File: src/design/ssm_map.vh
// register map and field constants for the sleep state error mask bank
`ifndef SSM_MAP_VH
`define SSM_MAP_VH

// register offsets
`define SSM_OFS_LS_INPUT 8'hE5
`define SSM_OFS_LS_TACH 8'hE6
`define SSM_OFS_SR_INPUT 8'hE7
`define SSM_OFS_SR_TACH 8'hE8
`define SSM_OFS_SR_VOLT 8'hE9

// reset values
`define SSM_RST_LS_INPUT 8'hFF
`define SSM_RST_LS_TACH 8'h0F
`define SSM_RST_SR_INPUT 8'hFF
`define SSM_RST_SR_TACH 8'h0F
`define SSM_RST_SR_VOLT 8'h07

// writable bits per register
`define SSM_WR_INPUT 8'hFF
`define SSM_WR_TACH 8'h0F
`define SSM_WR_VOLT 8'h0F

// value returned for an unmapped offset
`define SSM_RD_NONE 8'h00

// sleep state field codes
`define SSM_STATE_AWAKE 2'h0
`define SSM_STATE_LIGHT 2'h1
`define SSM_STATE_SUSPEND 2'h2
`define SSM_STATE_DEEP 2'h3

// field positions in the suspend voltage/thermal mask
`define SSM_BIT_AN13 1
`define SSM_BIT_AN14 2
`define SSM_BIT_THERM 3

// field widths
`define SSM_INPUT_W 8
`define SSM_FAN_W 4
`define SSM_ZONE_W 2

`endif

File: src/design/ssm_top.v
// sleep state error mask bank: five mask registers and the event gating they steer
`timescale 1ns/1ps
`include "ssm_map.vh"

// Function
// - An eight-bit light-sleep input mask, reset to all ones, hides input n errors in light sleep.
// - A light-sleep fan mask, bits 0 to 3 for fans 1 to 4, resets to 0Fh.
// - An eight-bit suspend-to-RAM input mask, reset to all ones, hides input n errors there.
// - A suspend-to-RAM fan mask, bits 0 to 3 for fans 1 to 4, resets to 0Fh.
// - Suspend voltage mask bits 1 and 2 hide analog inputs 13 and 14; the register resets to 07h.
// - Suspend voltage mask bit 3 hides zone 1 and 2 temperature and diode fault errors.
// - Light-sleep masks act only at state 01, suspend masks only at 10, plus fixed standard masks.
// - With the global start bit clear every error event is masked.
module ssm_top #(
   parameter [7:0] STD_LS_INPUT = 8'h00,
   parameter [3:0] STD_LS_FAN = 4'h0,
   parameter [7:0] STD_SR_INPUT = 8'h00,
   parameter [3:0] STD_SR_FAN = 4'h0,
   parameter [1:0] STD_SR_ANALOG = 2'h0,
   parameter STD_SR_THERM = 1'b0
) (
   input wire clk_i,
   input wire rst_i,
   input wire [7:0] reg_addr_i,
   input wire reg_wr_i,
   input wire [7:0] reg_wdata_i,
   input wire reg_rd_i,
   output wire [7:0] reg_rdata_o,
   output wire reg_rvalid_o,
   input wire [1:0] sleep_state_field_i,
   input wire start_i,
   input wire [7:0] general_input_err_i,
   input wire [3:0] fan_err_i,
   input wire analog_input_13_err_i,
   input wire analog_input_14_err_i,
   input wire [1:0] zone_temp_err_i,
   input wire [1:0] zone_diode_err_i,
   output wire [7:0] general_input_err_o,
   output wire [3:0] fan_err_o,
   output wire analog_input_13_err_o,
   output wire analog_input_14_err_o,
   output wire [1:0] zone_temp_err_o,
   output wire [1:0] zone_diode_err_o
);

   ////////////////////////////////////////////////////////////////////////////
   // register write decode

   wire wr_ls_input;
   wire wr_ls_tach;
   wire wr_sr_input;
   wire wr_sr_tach;
   wire wr_sr_volt;
   wire [7:0] ls_input_mask;
   wire [7:0] ls_tach_mask;
   wire [7:0] sr_input_mask;
   wire [7:0] sr_tach_mask;
   wire [7:0] sr_volt_mask;

   assign wr_ls_input = reg_wr_i && (reg_addr_i == `SSM_OFS_LS_INPUT);
   assign wr_ls_tach = reg_wr_i && (reg_addr_i == `SSM_OFS_LS_TACH);
   assign wr_sr_input = reg_wr_i && (reg_addr_i == `SSM_OFS_SR_INPUT);
   assign wr_sr_tach = reg_wr_i && (reg_addr_i == `SSM_OFS_SR_TACH);
   assign wr_sr_volt = reg_wr_i && (reg_addr_i == `SSM_OFS_SR_VOLT);

   ////////////////////////////////////////////////////////////////////////////
   // mask registers

   ssm_mask_reg #(
      .RESET_VAL(`SSM_RST_LS_INPUT),
      .WRITE_MASK(`SSM_WR_INPUT)
   ) u_ls_input (
      .clk_i(clk_i),
      .rst_i(rst_i),
      .wr_i(wr_ls_input),
      .wdata_i(reg_wdata_i),
      .value_o(ls_input_mask)
   );

   ssm_mask_reg #(
      .RESET_VAL(`SSM_RST_LS_TACH),
      .WRITE_MASK(`SSM_WR_TACH)
   ) u_ls_tach (
      .clk_i(clk_i),
      .rst_i(rst_i),
      .wr_i(wr_ls_tach),
      .wdata_i(reg_wdata_i),
      .value_o(ls_tach_mask)
   );

   ssm_mask_reg #(
      .RESET_VAL(`SSM_RST_SR_INPUT),
      .WRITE_MASK(`SSM_WR_INPUT)
   ) u_sr_input (
      .clk_i(clk_i),
      .rst_i(rst_i),
      .wr_i(wr_sr_input),
      .wdata_i(reg_wdata_i),
      .value_o(sr_input_mask)
   );

   ssm_mask_reg #(
      .RESET_VAL(`SSM_RST_SR_TACH),
      .WRITE_MASK(`SSM_WR_TACH)
   ) u_sr_tach (
      .clk_i(clk_i),
      .rst_i(rst_i),
      .wr_i(wr_sr_tach),
      .wdata_i(reg_wdata_i),
      .value_o(sr_tach_mask)
   );

   // bit 0 is stored as written; clearing it is a software fault, not policed here
   ssm_mask_reg #(
      .RESET_VAL(`SSM_RST_SR_VOLT),
      .WRITE_MASK(`SSM_WR_VOLT)
   ) u_sr_volt (
      .clk_i(clk_i),
      .rst_i(rst_i),
      .wr_i(wr_sr_volt),
      .wdata_i(reg_wdata_i),
      .value_o(sr_volt_mask)
   );

   ////////////////////////////////////////////////////////////////////////////
   // register read, answered one cycle after the strobe

   reg [7:0] rdata_q;
   reg [7:0] rdata_d;
   reg rvalid_q;

   always @*
   begin
      case (reg_addr_i)
         `SSM_OFS_LS_INPUT: rdata_d = ls_input_mask;
         `SSM_OFS_LS_TACH: rdata_d = ls_tach_mask;
         `SSM_OFS_SR_INPUT: rdata_d = sr_input_mask;
         `SSM_OFS_SR_TACH: rdata_d = sr_tach_mask;
         `SSM_OFS_SR_VOLT: rdata_d = sr_volt_mask;
         default: rdata_d = `SSM_RD_NONE;
      endcase
   end

   always @(posedge clk_i or posedge rst_i)
   begin
      if (rst_i)
      begin
         rdata_q <= `SSM_RD_NONE;
         rvalid_q <= 1'b0;
      end
      else
      begin
         rvalid_q <= reg_rd_i;
         if (reg_rd_i)
         begin
            rdata_q <= rdata_d;
         end
      end
   end

   assign reg_rdata_o = rdata_q;
   assign reg_rvalid_o = rvalid_q;

   ////////////////////////////////////////////////////////////////////////////
   // effective masks for the present sleep state

   reg [7:0] input_hide;
   reg [3:0] fan_hide;
   reg [1:0] analog_hide;
   reg therm_hide;

   // deep sleep masks live outside this bank, so state 11 passes events through
   always @*
   begin
      input_hide = 8'h00;
      fan_hide = 4'h0;
      analog_hide = 2'h0;
      therm_hide = 1'b0;
      case (sleep_state_field_i)
         `SSM_STATE_AWAKE:
         begin
            input_hide = 8'h00;
         end
         `SSM_STATE_LIGHT:
         begin
            input_hide = ls_input_mask | STD_LS_INPUT;
            fan_hide = ls_tach_mask[3:0] | STD_LS_FAN;
         end
         `SSM_STATE_SUSPEND:
         begin
            input_hide = sr_input_mask | STD_SR_INPUT;
            fan_hide = sr_tach_mask[3:0] | STD_SR_FAN;
            analog_hide = {sr_volt_mask[`SSM_BIT_AN14],
                           sr_volt_mask[`SSM_BIT_AN13]} | STD_SR_ANALOG;
            therm_hide = sr_volt_mask[`SSM_BIT_THERM] | STD_SR_THERM;
         end
         default:
         begin
            input_hide = 8'h00;
         end
      endcase
      if (!start_i)
      begin
         input_hide = 8'hFF;
         fan_hide = 4'hF;
         analog_hide = 2'h3;
         therm_hide = 1'b1;
      end
   end

   ////////////////////////////////////////////////////////////////////////////
   // gated events, registered so the outputs come from flops

   reg [7:0] input_err_q;
   reg [3:0] fan_err_q;
   reg an13_err_q;
   reg an14_err_q;
   reg [1:0] temp_err_q;
   reg [1:0] diode_err_q;

   always @(posedge clk_i or posedge rst_i)
   begin
      if (rst_i)
      begin
         input_err_q <= 8'h00;
         fan_err_q <= 4'h0;
         an13_err_q <= 1'b0;
         an14_err_q <= 1'b0;
         temp_err_q <= 2'h0;
         diode_err_q <= 2'h0;
      end
      else
      begin
         input_err_q <= general_input_err_i & ~input_hide;
         fan_err_q <= fan_err_i & ~fan_hide;
         an13_err_q <= analog_input_13_err_i & ~analog_hide[0];
         an14_err_q <= analog_input_14_err_i & ~analog_hide[1];
         // one bit covers both zones and both error kinds
         temp_err_q <= zone_temp_err_i & ~{2{therm_hide}};
         diode_err_q <= zone_diode_err_i & ~{2{therm_hide}};
      end
   end

   assign general_input_err_o = input_err_q;
   assign fan_err_o = fan_err_q;
   assign analog_input_13_err_o = an13_err_q;
   assign analog_input_14_err_o = an14_err_q;
   assign zone_temp_err_o = temp_err_q;
   assign zone_diode_err_o = diode_err_q;

endmodule // ssm_top

File: src/design/ssm_mask_reg.v
// one software mask register with fixed read-as-reset bits
`timescale 1ns/1ps

module ssm_mask_reg #(
   parameter [7:0] RESET_VAL = 8'hFF,
   parameter [7:0] WRITE_MASK = 8'hFF
) (
   input wire clk_i,
   input wire rst_i,
   input wire wr_i,
   input wire [7:0] wdata_i,
   output wire [7:0] value_o
);

   reg [7:0] value_q;
   wire [7:0] value_d;

   // bits outside the write mask never move, so they read back as their reset value
   assign value_d = (wdata_i & WRITE_MASK) | (RESET_VAL & ~WRITE_MASK);

   always @(posedge clk_i or posedge rst_i)
   begin
      if (rst_i)
      begin
         value_q <= RESET_VAL;
      end
      else if (wr_i)
      begin
         value_q <= value_d;
      end
   end

   assign value_o = value_q;

endmodule // ssm_mask_reg

File: config.mk
export PLATFORM = sky130hd
export DESIGN_NAME = ssm_top
export DESIGN_NICKNAME = d
export VERILOG_FILES = /design/src/design/ssm_top.v /design/src/design/ssm_mask_reg.v
export VERILOG_INCLUDE_DIRS = /design/src /design/src/design
export SDC_FILE = /design/constraint.sdc
export NUM_CORES = 1
export LEC_CHECK = 0
export BUFFER_PORTS_ARGS = -buffer_cell sky130_fd_sc_hd__buf_4
export CORE_MARGIN = 1
export CORE_UTILIZATION = 52
export CTS_CLUSTER_SIZE = 40
export DETAILED_ROUTE_END_ITERATION = 10
export GPL_ROUTABILITY_DRIVEN = 0
export PLACE_DENSITY = 0.79
export SYNTH_ARGS = -nofsm -noshare
export SYNTH_HDL_FRONTEND = slang
export SYNTH_SLANG_ARGS = --single-unit
File: constraint.sdc
create_clock -name clk_i -period 1.7 [get_ports clk_i]
set_input_delay 0.17 -clock clk_i [delete_from_list [all_inputs] [get_ports clk_i]]
set_output_delay 0.17 -clock clk_i [all_outputs]
set_load 0.02 [all_outputs]
# Word level (Yosys, flattened, before mapping)

Index checks and enable logic that the tools add are counted.

Flip-flop bits (word level): 55
Output and inout bits: 27
Logic and storage cells: 45

Eq/ne operators: 7
Muxes and demuxes: 9
Bitwise gates (word level): 11
Reduce and logical (&&, ||, !) cells: 5

Operator list:

| cell                                                                   | count |
|---|---|
| 8-bit equality test (second input constant)                            | 5 |
| 8-bit one-hot mux with 5 select lines                                  | 1 |
| 8-bit one-hot mux with 2 select lines                                  | 1 |
| 8-bit bitwise AND                                                      | 1 |
| 8-bit two-way mux                                                      | 1 |
| 8-bit NOT                                                              | 1 |
| 4-bit one-hot mux with 2 select lines                                  | 1 |
| 1-bit logical AND                                                      | 5 |
| 2-bit bitwise AND                                                      | 2 |
| 4-bit bitwise AND                                                      | 1 |
| 2-bit two-way mux                                                      | 2 |
| 4-bit two-way mux                                                      | 1 |
| 4-bit NOT                                                              | 1 |
| 1-bit bitwise AND                                                      | 2 |
| 2-bit by 1-bit equality test with 1-bit output (second input constant) | 1 |
| 2-bit equality test (second input constant)                            | 1 |
| 1-bit two-way mux                                                      | 2 |
| 1-bit NOT                                                              | 2 |
| 2-bit NOT                                                              | 1 |

# Logic depth before layout (Yosys ltp)

Gate-level depths: netlist (run 1).

Word-level depth: 5
Gate-level depth with buffers: 6

# Cells and area by module

Synthesis (run 1) repeated with hierarchy kept, for this count alone.

Cell total of the unflattened synthesis: 217
Area, all modules: 2,811.4 um2

Modules (own cells, without submodules):

| module                         | times used | cells each | area an instance (um2) | sequential area each (um2) |
|---|---|---|---|---|
| ssm_top                        | 1          | 139        | 1,559.0                | 675.6 |
| ssm_mask_reg at u_ls_input ... | 2          | 18         | 345.3                  | 210.2 |
| ssm_mask_reg at u_ls_tach ...  | 2          | 14         | 187.7                  | 105.1 |
| ssm_mask_reg at u_sr_volt      | 1          | 14         | 186.4                  | 103.8 |

# Worst setup path after synthesis (run 1)

Ideal clock, no wire load.

Path kind: input-to-reg
From: input reg_addr_i[2]
To: register u_ls_tach.value_q[0] (netlist: u_ls_tach.value_o[0])
Arrival: 1.331 ns
Required time: 1.618 ns
Path slack: 0.287 ns
Stages: 5
Path buffers: 2
Path through: clkbuf_1 -> and3b_1 -> buf_4 -> and4_1 -> mux2_2

Word-level cells in the longest chain between the ends: 2

Ends and longest elaborated chain:

| item                 | line              | source |
|---|---|---|
| start, declared      | ssm_top.v:24      | `input wire [7:0] reg_addr_i,` |
| 8-bit equality test  | --                |  |
| 1-bit logical AND    | ssm_top.v:61      | `` assign wr_ls_tach = reg_wr_i && (reg_addr_i == `SSM_OFS_LS_TACH); `` |
| end signal, assigned | ssm_mask_reg.v:29 | `value_q <= value_d;` |
| end, declared        | ssm_mask_reg.v:15 | `reg [7:0] value_q;` |

Every way passes these cells.
A chain may end at the register's enable or synchronous reset.

# Final worst setup path (run 1)

From: input reg_addr_i[3]
To: register u_sr_volt.value_q[3] (netlist: u_sr_volt.value_o[3])

Word-level cells in the longest chain between the ends: 2

Ends and longest elaborated chain:

| item                 | line              | source |
|---|---|---|
| 8-bit equality test  | --                |  |
| 1-bit logical AND    | ssm_top.v:64      | `` assign wr_sr_volt = reg_wr_i && (reg_addr_i == `SSM_OFS_SR_VOLT); `` |
| end signal, assigned | ssm_mask_reg.v:29 |  |
| end, declared        | ssm_mask_reg.v:15 |  |

Every way passes these cells.

==> results of run 1 <==
flip-flops by register name, summed over array words and instances (netlist names):
register,count
analog_input_13_err_o,1
u_sr_input.value_o,8
reg_rvalid_o,1
u_sr_volt.value_o,4
zone_temp_err_o,2
general_input_err_o,8
analog_input_14_err_o,1
fan_err_o,4
reg_rdata_o,8
u_ls_input.value_o,8
u_sr_tach.value_o,4
u_ls_tach.value_o,4
zone_diode_err_o,2
power by group through the flow:
stage,clock [W],combinational (W),sequential [W]
floorplan,0,0.000155,0.00150
global placement,0,0.000386,0.00146
detailed placement,0,0.000394,0.00146
CTS,0.000718,0.000397,0.00144
global route,0.000773,0.000426,0.00145
finish,0.000691,0.000394,0.00144
path summary, 6_finish.rpt:
kind	start	endpoint	slack, ns
max	reg_addr_i[3]	u_sr_volt.value_o[3]$_DFFE_PP0P_	0.44
min	zone_temp_err_i[1]	zone_temp_err_o[1]$_DFF_PP0_	0.07
max reg2reg	u_sr_tach.value_o[2]$_DFFE_PP1P_	reg_rdata_o[2]$_DFFE_PP0P_	0.50
min reg2reg	u_sr_volt.value_o[3]$_DFFE_PP0P_	u_sr_volt.value_o[3]$_DFFE_PP0P_	0.54
max in group asynchronous	rst_i	u_sr_input.value_o[1]$_DFFE_PP1P_	0.92
min in group asynchronous	rst_i	zone_temp_err_o[0]$_DFF_PP0_	0.49
stage by stage:
step / utilization (%) / area [um^2] / power (W) / hold WS, ns
after detailed placement: 66.8 / 3200 / 0.00186 / 0.255
after floorplan: - / 2600 / 0.00165 / 0.201
after CTS: 68.8 / 3290 / 0.00256 / 0.0585
final: 68.8 / 3290 / 0.00253 / 0.0693
after global placement: 66.8 / 3200 / 0.00185 / 0.247
after global routing: 68.8 / 3290 / 0.00265 / 0.0569
layer usage:
| layer | routed length [um] | vias up | GRT usage (%) |
|---|---|---|---|
| li1 | - | 908 | - |
| met1 | 2670 | 951 | 33.2 |
| met2 | 2850 | 68 | 38.0 |
| met3 | 297 | 8 | 4.28 |
| met4 | 83 | 0 | 8.50 |
| met5 | 0 | - | 0 |
synth_stat cells:
cell type / count
a21boi_0: 1
a21oi_1: 2
a22oi_1: 12
a31oi_1: 5
a41oi_1: 3
and2_1: 4
and3b_1: 7
and4_1: 1
and4b_1: 6
and4bb_2: 1
buf_1: 1
buf_2: 5
buf_4: 1
clkbuf_1: 10
dfrtp_1: 28
dfstp_2: 27
ha_1: 2
inv_1: 3
inv_2: 1
mux2_2: 24
mux2_4: 4
nand2_1: 2
nand3_1: 5
nand3_2: 1
nand4_1: 7
nand4_4: 1
nand4bb_1: 1
nor2_1: 8
nor2b_1: 1
nor4_2: 1
nor4bb_1: 6
o211a_1: 12
o211ai_1: 7
o311ai_0: 1
or4_1: 1
area by class of cell:
type	instances	share of cell area (%)
clock inverter	2	0.380
sequential	55	42.8
inverter	4	0.456
tap	67	2.55
multi-input combinational	126	33.6
timing repair buffer	77	18.0
clock buffer	6	2.20
kinds of logic after synthesis:
kind of cell / Yosys count
buffers and inverters: 21
AOI/OAI and AO/OA: 43
DFF: 55
and+or+nand+nor: 53
muxes: 28
adders and majority gates: 2
critical path, stage by stage:
cell and delay (ns):
buf_4 0.17, nand4bb_1 0.18, or4_1 0.59, mux2_4 0.34
repair_timing:
item / CTS / global route
endpoints found under the hold margin: 28 / 0
hold buffers: 1 / 0
endpoints found under the setup margin: 0 / 0
==> flow_summary.yaml, run 1 <==
status:
  status: "complete, no violations"
critical_path:
  r2r_cells: 3
  critPathRequiredTime_ns: 1.89
  crit_path_start_kind: "input pin"
  worstPathArrival_ns: 1.46
  path_max_fanout: 20
  worstSetupEndpointType: "flip-flop"
  worst-setup-path-type: "in2reg"
sta:
  fin_crit_ns: 1.26
  slew_headroom_pct: 66.0
  finalSetupTns_ns: 0
  fmax_mhz: 791
  grt_setup_unrepaired: "false"
  skew_ns: 0.00340
  setup_violations: 0
  period_share_pct: 74.4
  hold_viol: 0
  setup_slack_ns: 0.435
  tightest_slew_ns: 0.506
  drv_slew: 0
hold_path:
  worstHoldPathType: "in2reg"
  min_path_cells: 2
synth:
  syn-num-nets: 245
  synth_area_mm2: 0.00260
  synth_compound_area_share_pct: 13.3
  synth.largest_area_cell: "dfstp_2"
  ys_ff_latch: 55
  ys_top_cells_by_area: "dfstp_2 (27%), dfrtp_1 (27%), mux2_2 (10%)"
  synth_fa_ha_area_share_pct: 0.961
  synth_top_area_share_pct: 27.2
  synthSimpleGateAreaFrac_pct: 15.5
  synth_cells: 202
  synth_top_family_by_area: "simple AND/OR/NAND/NOR gates"
  ys_seq_area_share_pct: 54.2
  synth_warnings: 0
  synthMuxAreaShare_pct: 12.7
  yosysUniqueCellTypes: 35
  syn_avg_cell_area_um2: 12.9
  synth-xor-area-share_pct: 0
layout:
  final_cells: 337
  nFillCells: 360
  syn2layout_area_growth_pct: 26.4
  layout_common_cells: "buf_4 (75), dfrtp_1 (28), dfstp_2 (27)"
  mostFrequentLayoutCell: "buf_4"
  diodes: 0
  area.sequential_mm2: 0.00141
  multi_input_area_mm2: 0.00110
  drive_gt1_share_pct: 53.3
  fin_nets: 312
detailed_routing:
  num_vias: 1935
  ant_nets: 0
  drc: 0
  wl_um: 5900
  drtPass1Iterations: 4
  drtIter0Drc: 100
  viasPerCell: 5.74
  wire_per_inst_um: 17.5
floorplan:
  start_util_pct: 54.4
  coreArea_mm2: 0.00479
  die_w_um: 72.8
  io_pins: 68
  dieArea_mm2: 0.00529
  rows: 25
  die_y_um: 72.8
grt:
  grt_usage_pct: 23.9
  overflow: 0
  grt_max_degree: 56
  antenna_found_initial: 0
  grt_pass1_wl_um: 9430
  grt_pass1_vias: 1895
cts:
  clk_path_buf_depth: 2
  cts_buffers: 5
  tritoncts: "yes"
  clkSlewWorstSetupHoldPaths_ns: 0.09
  clk_latency_ns: 0.30
  cts.sinks: 55
  ctsResizeCount: 0
  htreeDepth: 2
  cts-root-buf: "clkbuf_8"
  post-cts-setup-buffer-count: 0
power:
  power_frac_comb_pct: 15.6
  p_leak_nw: 1.55
  seqPwrFrac_pct: 57.1
  peakVddDrop_v: 0.000442
  power.density_mw_per_mm2: 768
  p_clk_share_pct: 27.4
  p_switching_w: 0.000648
  internal_power_w: 0.00188
  swShare_pct: 25.6
placement:
  dp_cells: 328
  preCtsSetupSlack_ns: 0.125
  io_buffers: 67
  detailed_place_hpwl_um: 4210
job:
  cap_viol_max_count: 0
Note: power is estimated with default switching activity, not from simulation.
==> run 2, diff against run 1 <==
Settings changed: CORE_UTILIZATION 52 to 47, PLACE_DENSITY 0.79 to 0.75.
Clock period 1.7 ns to 1.1 ns, I/O delays scaled along.
==> run 2 against run 1 <==
Final area rose by 9.0%. Clock skew up 0.0038 ns. Core utilization increased by 0.18 points. Sequential cell count stayed put. Die area increased by 10%. Sequential share of layout area fell by 3.6 points. The flow now finishes with violations (setup timing). Global-route usage decreased by 1.7 points. Wire length grew 4.3%. Count of clock-buffer cells in the layout up 2.
==> flow_summary.yaml, run 2 (synthesis results as in run 1) <==
cts:
  htreeDepth: 2
  post-cts-setup-buffer-count: 0
  cts_buffers: 5
  clk_latency_ns: 0.30
  clk_path_buf_depth: 2
  cts.sinks: 55
  clkSlewWorstSetupHoldPaths_ns: 0.09
  tritoncts: "yes"
  cts-root-buf: "clkbuf_8"
job:
  cap_viol_max_count: 0
floorplan:
  die_w_um: 76.4
  start_util_pct: 50.0
  die_y_um: 76.4
  rows: 26
  dieArea_mm2: 0.00584
  coreArea_mm2: 0.00520
  io_pins: 68
layout:
  final_cells: 366
  diodes: 0
  drive_gt1_share_pct: 59.5
  layout_common_cells: "buf_4 (99), dfrtp_1 (28), dfstp_2 (27)"
  multi_input_area_mm2: 0.00119
  mostFrequentLayoutCell: "buf_4"
  syn2layout_area_growth_pct: 37.9
  fin_nets: 338
  nFillCells: 379
  area.sequential_mm2: 0.00141
sta:
  fin_crit_ns: 1.14
  hold-worst-slack_ns: 0.00448
  drv_slew: 0
  setup_violations: 3
  tightest_slew_ns: 0.406
  fmax_mhz: 880
  grt_setup_unrepaired: "true"
  setup_slack_ns: -0.0363
  slew_headroom_pct: 73.0
  period_share_pct: 103
  hold_viol: 0
  skew_ns: 0.00722
detailed_routing:
  drtIter0Drc: 114
  num_vias: 2038
  drc: 0
  ant_nets: 0
  wl_um: 6150
  drtPass1Iterations: 4
  wire_per_inst_um: 16.8
  viasPerCell: 5.57
status:
  violations: "setup timing"
  status: "complete, but fails checks"
placement:
  detailed_place_hpwl_um: 4590
  io_buffers: 67
  preCtsSetupSlack_ns: -0.391
  dp_cells: 356
critical_path:
  worstPathArrival_ns: 1.36
  critPathRequiredTime_ns: 1.32
  path_max_fanout: 2
  worst-setup-path-type: "reg2reg"
  crit_path_start_kind: "flip-flop"
  worstSetupEndpointType: "flip-flop"
power:
  p_leak_nw: 1.71
  peakVddDrop_v: 0.000744
  power.density_mw_per_mm2: 1110
grt:
  grt_pass1_vias: 2022
  grt_max_degree: 22
  overflow: 0
  antenna_found_initial: 0
  grt_usage_pct: 22.3
  grt_pass1_wl_um: 10100
hold_path:
  worstHoldPathType: "in2reg"
[run 2: layer usage]
metal | up-vias | wire length, um | global-route usage (%)
met5 | - | 0 | 0
met4 | 0 | 114 | 8.27
met3 | 8 | 347 | 3.23
met2 | 75 | 2970 | 36.4
met1 | 998 | 2720 | 30.1
li1 | 957 | - | -
[run 2: metrics by stage]
step	utilization [%]	cell area, um^2	power, W	setup TNS, ns
CTS	67.8	3530	0.00400	-0.171
global route	69.0	3590	0.00417	-0.316
floorplan	-	2660	0.00257	-0.884
finish	69.0	3590	0.00399	-0.0987
global placement	65.9	3430	0.00293	-6.92
detailed placement	65.9	3430	0.00294	-7.45
[run 2: report_power, final]
part	switching, W	internal (W)	total [W]
clock network	0.000606	0.000454	0.00106
logic	0.000346	0.000364	0.000709
registers	0.0000559	0.00216	0.00222
[run 2: worst max-delay path, cell delays in order (launching register included)]
cell,delay (ns)
dfstp_2,0.54
nor4bb_1,0.20
o211ai_1,0.12
a41oi_1,0.19
[run 2: final timing paths]
| kind | to | depth (start not counted) | from | slack, ns |
|---|---|---|---|---|
| worst min-delay path | zone_temp_err_o[0]$_DFF_PP0_ | 2 | zone_temp_err_i[0] | 0.004 |
| min in group asynchronous | zone_diode_err_o[1]$_DFF_PP0_ | 3 | rst_i | 0.33 |
| worst min register to register | reg_rdata_o[5]$_DFFE_PP0P_ | 2 | reg_rdata_o[5]$_DFFE_PP0P_ | 0.54 |
| worst max-delay path | reg_rdata_o[2]$_DFFE_PP0P_ | 3 | u_sr_tach.value_o[2]$_DFFE_PP1P_ | -0.04 |
| max in group asynchronous | u_sr_input.value_o[7]$_DFFE_PP1P_ | 4 | rst_i | 0.24 |
| worst max register to register | reg_rdata_o[2]$_DFFE_PP0P_ | 3 | u_sr_tach.value_o[2]$_DFFE_PP1P_ | -0.04 |
[run 2: what timing repair did]
action,CTS,global route
hold buffers,1,1
resized for setup,2,9
hold endpoints to repair,7,1
cloned,0,0
pin swaps,0,1
endpoints found under the setup margin,8,11
[run 2: cell type report]
cell class / count / share of cell area (%)
sequential: 55 / 39.3
multi-input combinational: 126 / 33.1
timing repair buffer: 103 / 22.4
tap: 70 / 2.44
clock buffer: 8 / 2.23
inverter: 4 / 0.523
==> run 3, diff against run 2 <==
Settings changed: ABC_CLOCK_PERIOD_IN_PS set to 1400, CORE_UTILIZATION 47 to 55, PLACE_DENSITY 0.75 to 0.83, SKIP_LAST_GASP set to 1.
Clock period 1.1 ns to 1.4 ns, I/O delays scaled along.
==> run 3 against run 2 <==
The run ends with DRC left. First-iteration DRC count is 7.0% higher. Global-route usage grew 3.8 points. Setup slack improved by 0.23 ns. Combinational power is 29% lower. Via count fell by 0.79%. Final area decreased by 6.3%. Clock skew decreased by 0.0016 ns. Count of clock-buffer cells in the layout shrank 3. Largest cell class unchanged. Largest power group unchanged.
==> flow_summary.yaml, run 3 (synthesis results as in run 1) <==
detailed_routing:
  viasPerCell: 6.11
  drtIter0Drc: 122
  wire_per_inst_um: 18.4
  drtPass1Iterations: 7
  wl_um: 6080
  ant_nets: 0
  num_vias: 2022
  drc: 12
critical_path:
  worst_r2r_endpoint: "reg_rdata_o[1]$_DFFE_PP0P_"
  crit_path_start_kind: "flip-flop"
  r2r_cells: 3
  critPathRequiredTime_ns: 1.64
  path_max_fanout: 3
  worstPathArrival_ns: 1.45
  ff2ff_setup_slack_ns: 0.19
  reg2reg_from: "u_sr_tach.value_o[1]$_DFFE_PP1P_"
  worstSetupEndpointType: "flip-flop"
  slowest_delay_ns: 0.56
  path_cells: "nor4bb_1 > o211ai_1 > a41oi_1"
  worst-setup-path-type: "reg2reg"
  slowest_stage: "dfstp_2"
layout:
  multi_input_area_mm2: 0.00110
  syn2layout_area_growth_pct: 29.2
  nFillCells: 319
  layout_common_cells: "buf_4 (83), dfrtp_1 (28), dfstp_2 (27)"
  final_core_util_pct: 75.7
  drive_gt1_share_pct: 55.2
  area.sequential_mm2: 0.00141
  diodes: 0
  mostFrequentLayoutCell: "buf_4"
  fin_nets: 321
floorplan:
  rows: 24
  io_pins: 68
  die_y_um: 70.8
  coreArea_mm2: 0.00444
  die_w_um: 70.8
  start_util_pct: 58.6
  dieArea_mm2: 0.00501
power:
  peakVddDrop_v: 0.000631
  p_leak_nw: 1.60
  power.density_mw_per_mm2: 935
cts:
  cts.sinks: 55
  post-cts-setup-buffer-count: 0
  htreeDepth: 2
  cts-root-buf: "clkbuf_8"
  clkSlewWorstSetupHoldPaths_ns: 0.10
  clk_path_buf_depth: 2
  clk_latency_ns: 0.31
  ctsResizeCount: 0
  tritoncts: "yes"
  cts_buffers: 5
grt:
  overflow: 0
  grt_max_degree: 56
  antenna_found_initial: 0
  grt_pass1_wl_um: 9910
  grt_usage_pct: 26.0
  grt_pass1_vias: 2086
sta:
  setup_violations: 0
  period_share_pct: 86.4
  setup_slack_ns: 0.191
  fin_crit_ns: 1.21
  skew_ns: 0.00558
  fmax_mhz: 827
  grt_setup_unrepaired: "false"
  tightest_slew_ns: 0.506
  hold_viol: 0
  slew_headroom_pct: 66.3
  drv_slew: 0
placement:
  io_buffers: 67
  preCtsSetupSlack_ns: -0.0791
  detailed_place_hpwl_um: 4410
status:
  status: "complete, but fails checks"
  violations: "DRC"
hold_path:
  min_path_cells: 2
  min_to: "zone_diode_err_o[0]$_DFF_PP0_"
  worstHoldPathType: "in2reg"
  min_from: "zone_diode_err_i[0]"
job:
  cap_viol_max_count: 0
run 3: critical path: cells and delay by family (launching register included):
family / cells / cell delay [ns]
AND/OR/NAND/NOR: 1 / 0.20
AO/OA/AOI/OAI: 2 / 0.38
flip-flops: 1 / 0.56
run 3: worst max path at each step:
stage	startpoint	end	depth (start not counted)	slack, ns
after floorplan	reg_addr_i[2]	u_ls_tach.value_o[0]$_DFFE_PP1P_	5	0.02
after global placement	reg_addr_i[2]	u_sr_volt.value_o[3]$_DFFE_PP0P_	4	-0.04
after detailed placement	reg_addr_i[2]	u_sr_volt.value_o[3]$_DFFE_PP0P_	4	-0.08
after CTS	u_sr_tach.value_o[2]$_DFFE_PP1P_	reg_rdata_o[2]$_DFFE_PP0P_	3	0.18
after global routing	u_sr_tach.value_o[2]$_DFFE_PP1P_	reg_rdata_o[2]$_DFFE_PP0P_	3	0.12
final	u_sr_tach.value_o[1]$_DFFE_PP1P_	reg_rdata_o[1]$_DFFE_PP0P_	3	0.19
run 3: per-layer routing:
layer / share of wire [%] / GRT usage [%] / vias to the layer above
met5: 0 / 0 / -
met4: 2.8 / 11.6 / 0
met3: 5.9 / 5.41 / 15
met2: 49 / 43.7 / 78
met1: 42 / 32.8 / 1002
li1: - / - / 927
run 3: final cells by class:
type	count	area share (%)
Multi-Input combinational cell	126	32.8
Sequential cell	55	41.9
Timing Repair Buffer	86	20.0
Clock buffer	5	2.05
Inverter	4	0.558
Clock inverter	3	0.707
Tap cell	52	1.93
run 3: report_power, final:
part | internal (W) | switching, W
clock network | 0.000359 | 0.000537
logic | 0.000247 | 0.000256
registers | 0.00170 | 0.0000477
total | 0.00231 | 0.000840
run 3: through the flow:
stage	TNS (ns)	power, W	cells	hold slack, ns	cell area [um^2]
after floorplan	0	0.00201	202	0.171	2610
after global placement	-0.0357	0.00226	322	0.237	3260
after detailed placement	-0.206	0.00228	322	0.239	3260
after CTS	0	0.00317	331	0.0226	3360
after global routing	0	0.00326	331	0.0228	3360
final	0	0.00315	331	0.0303	3360
run 3: what timing repair did:
item,4_1_cts,5_1_grt
setup endpoints to repair,0,0
hold buffers,1,0
hold endpoints to repair,28,0
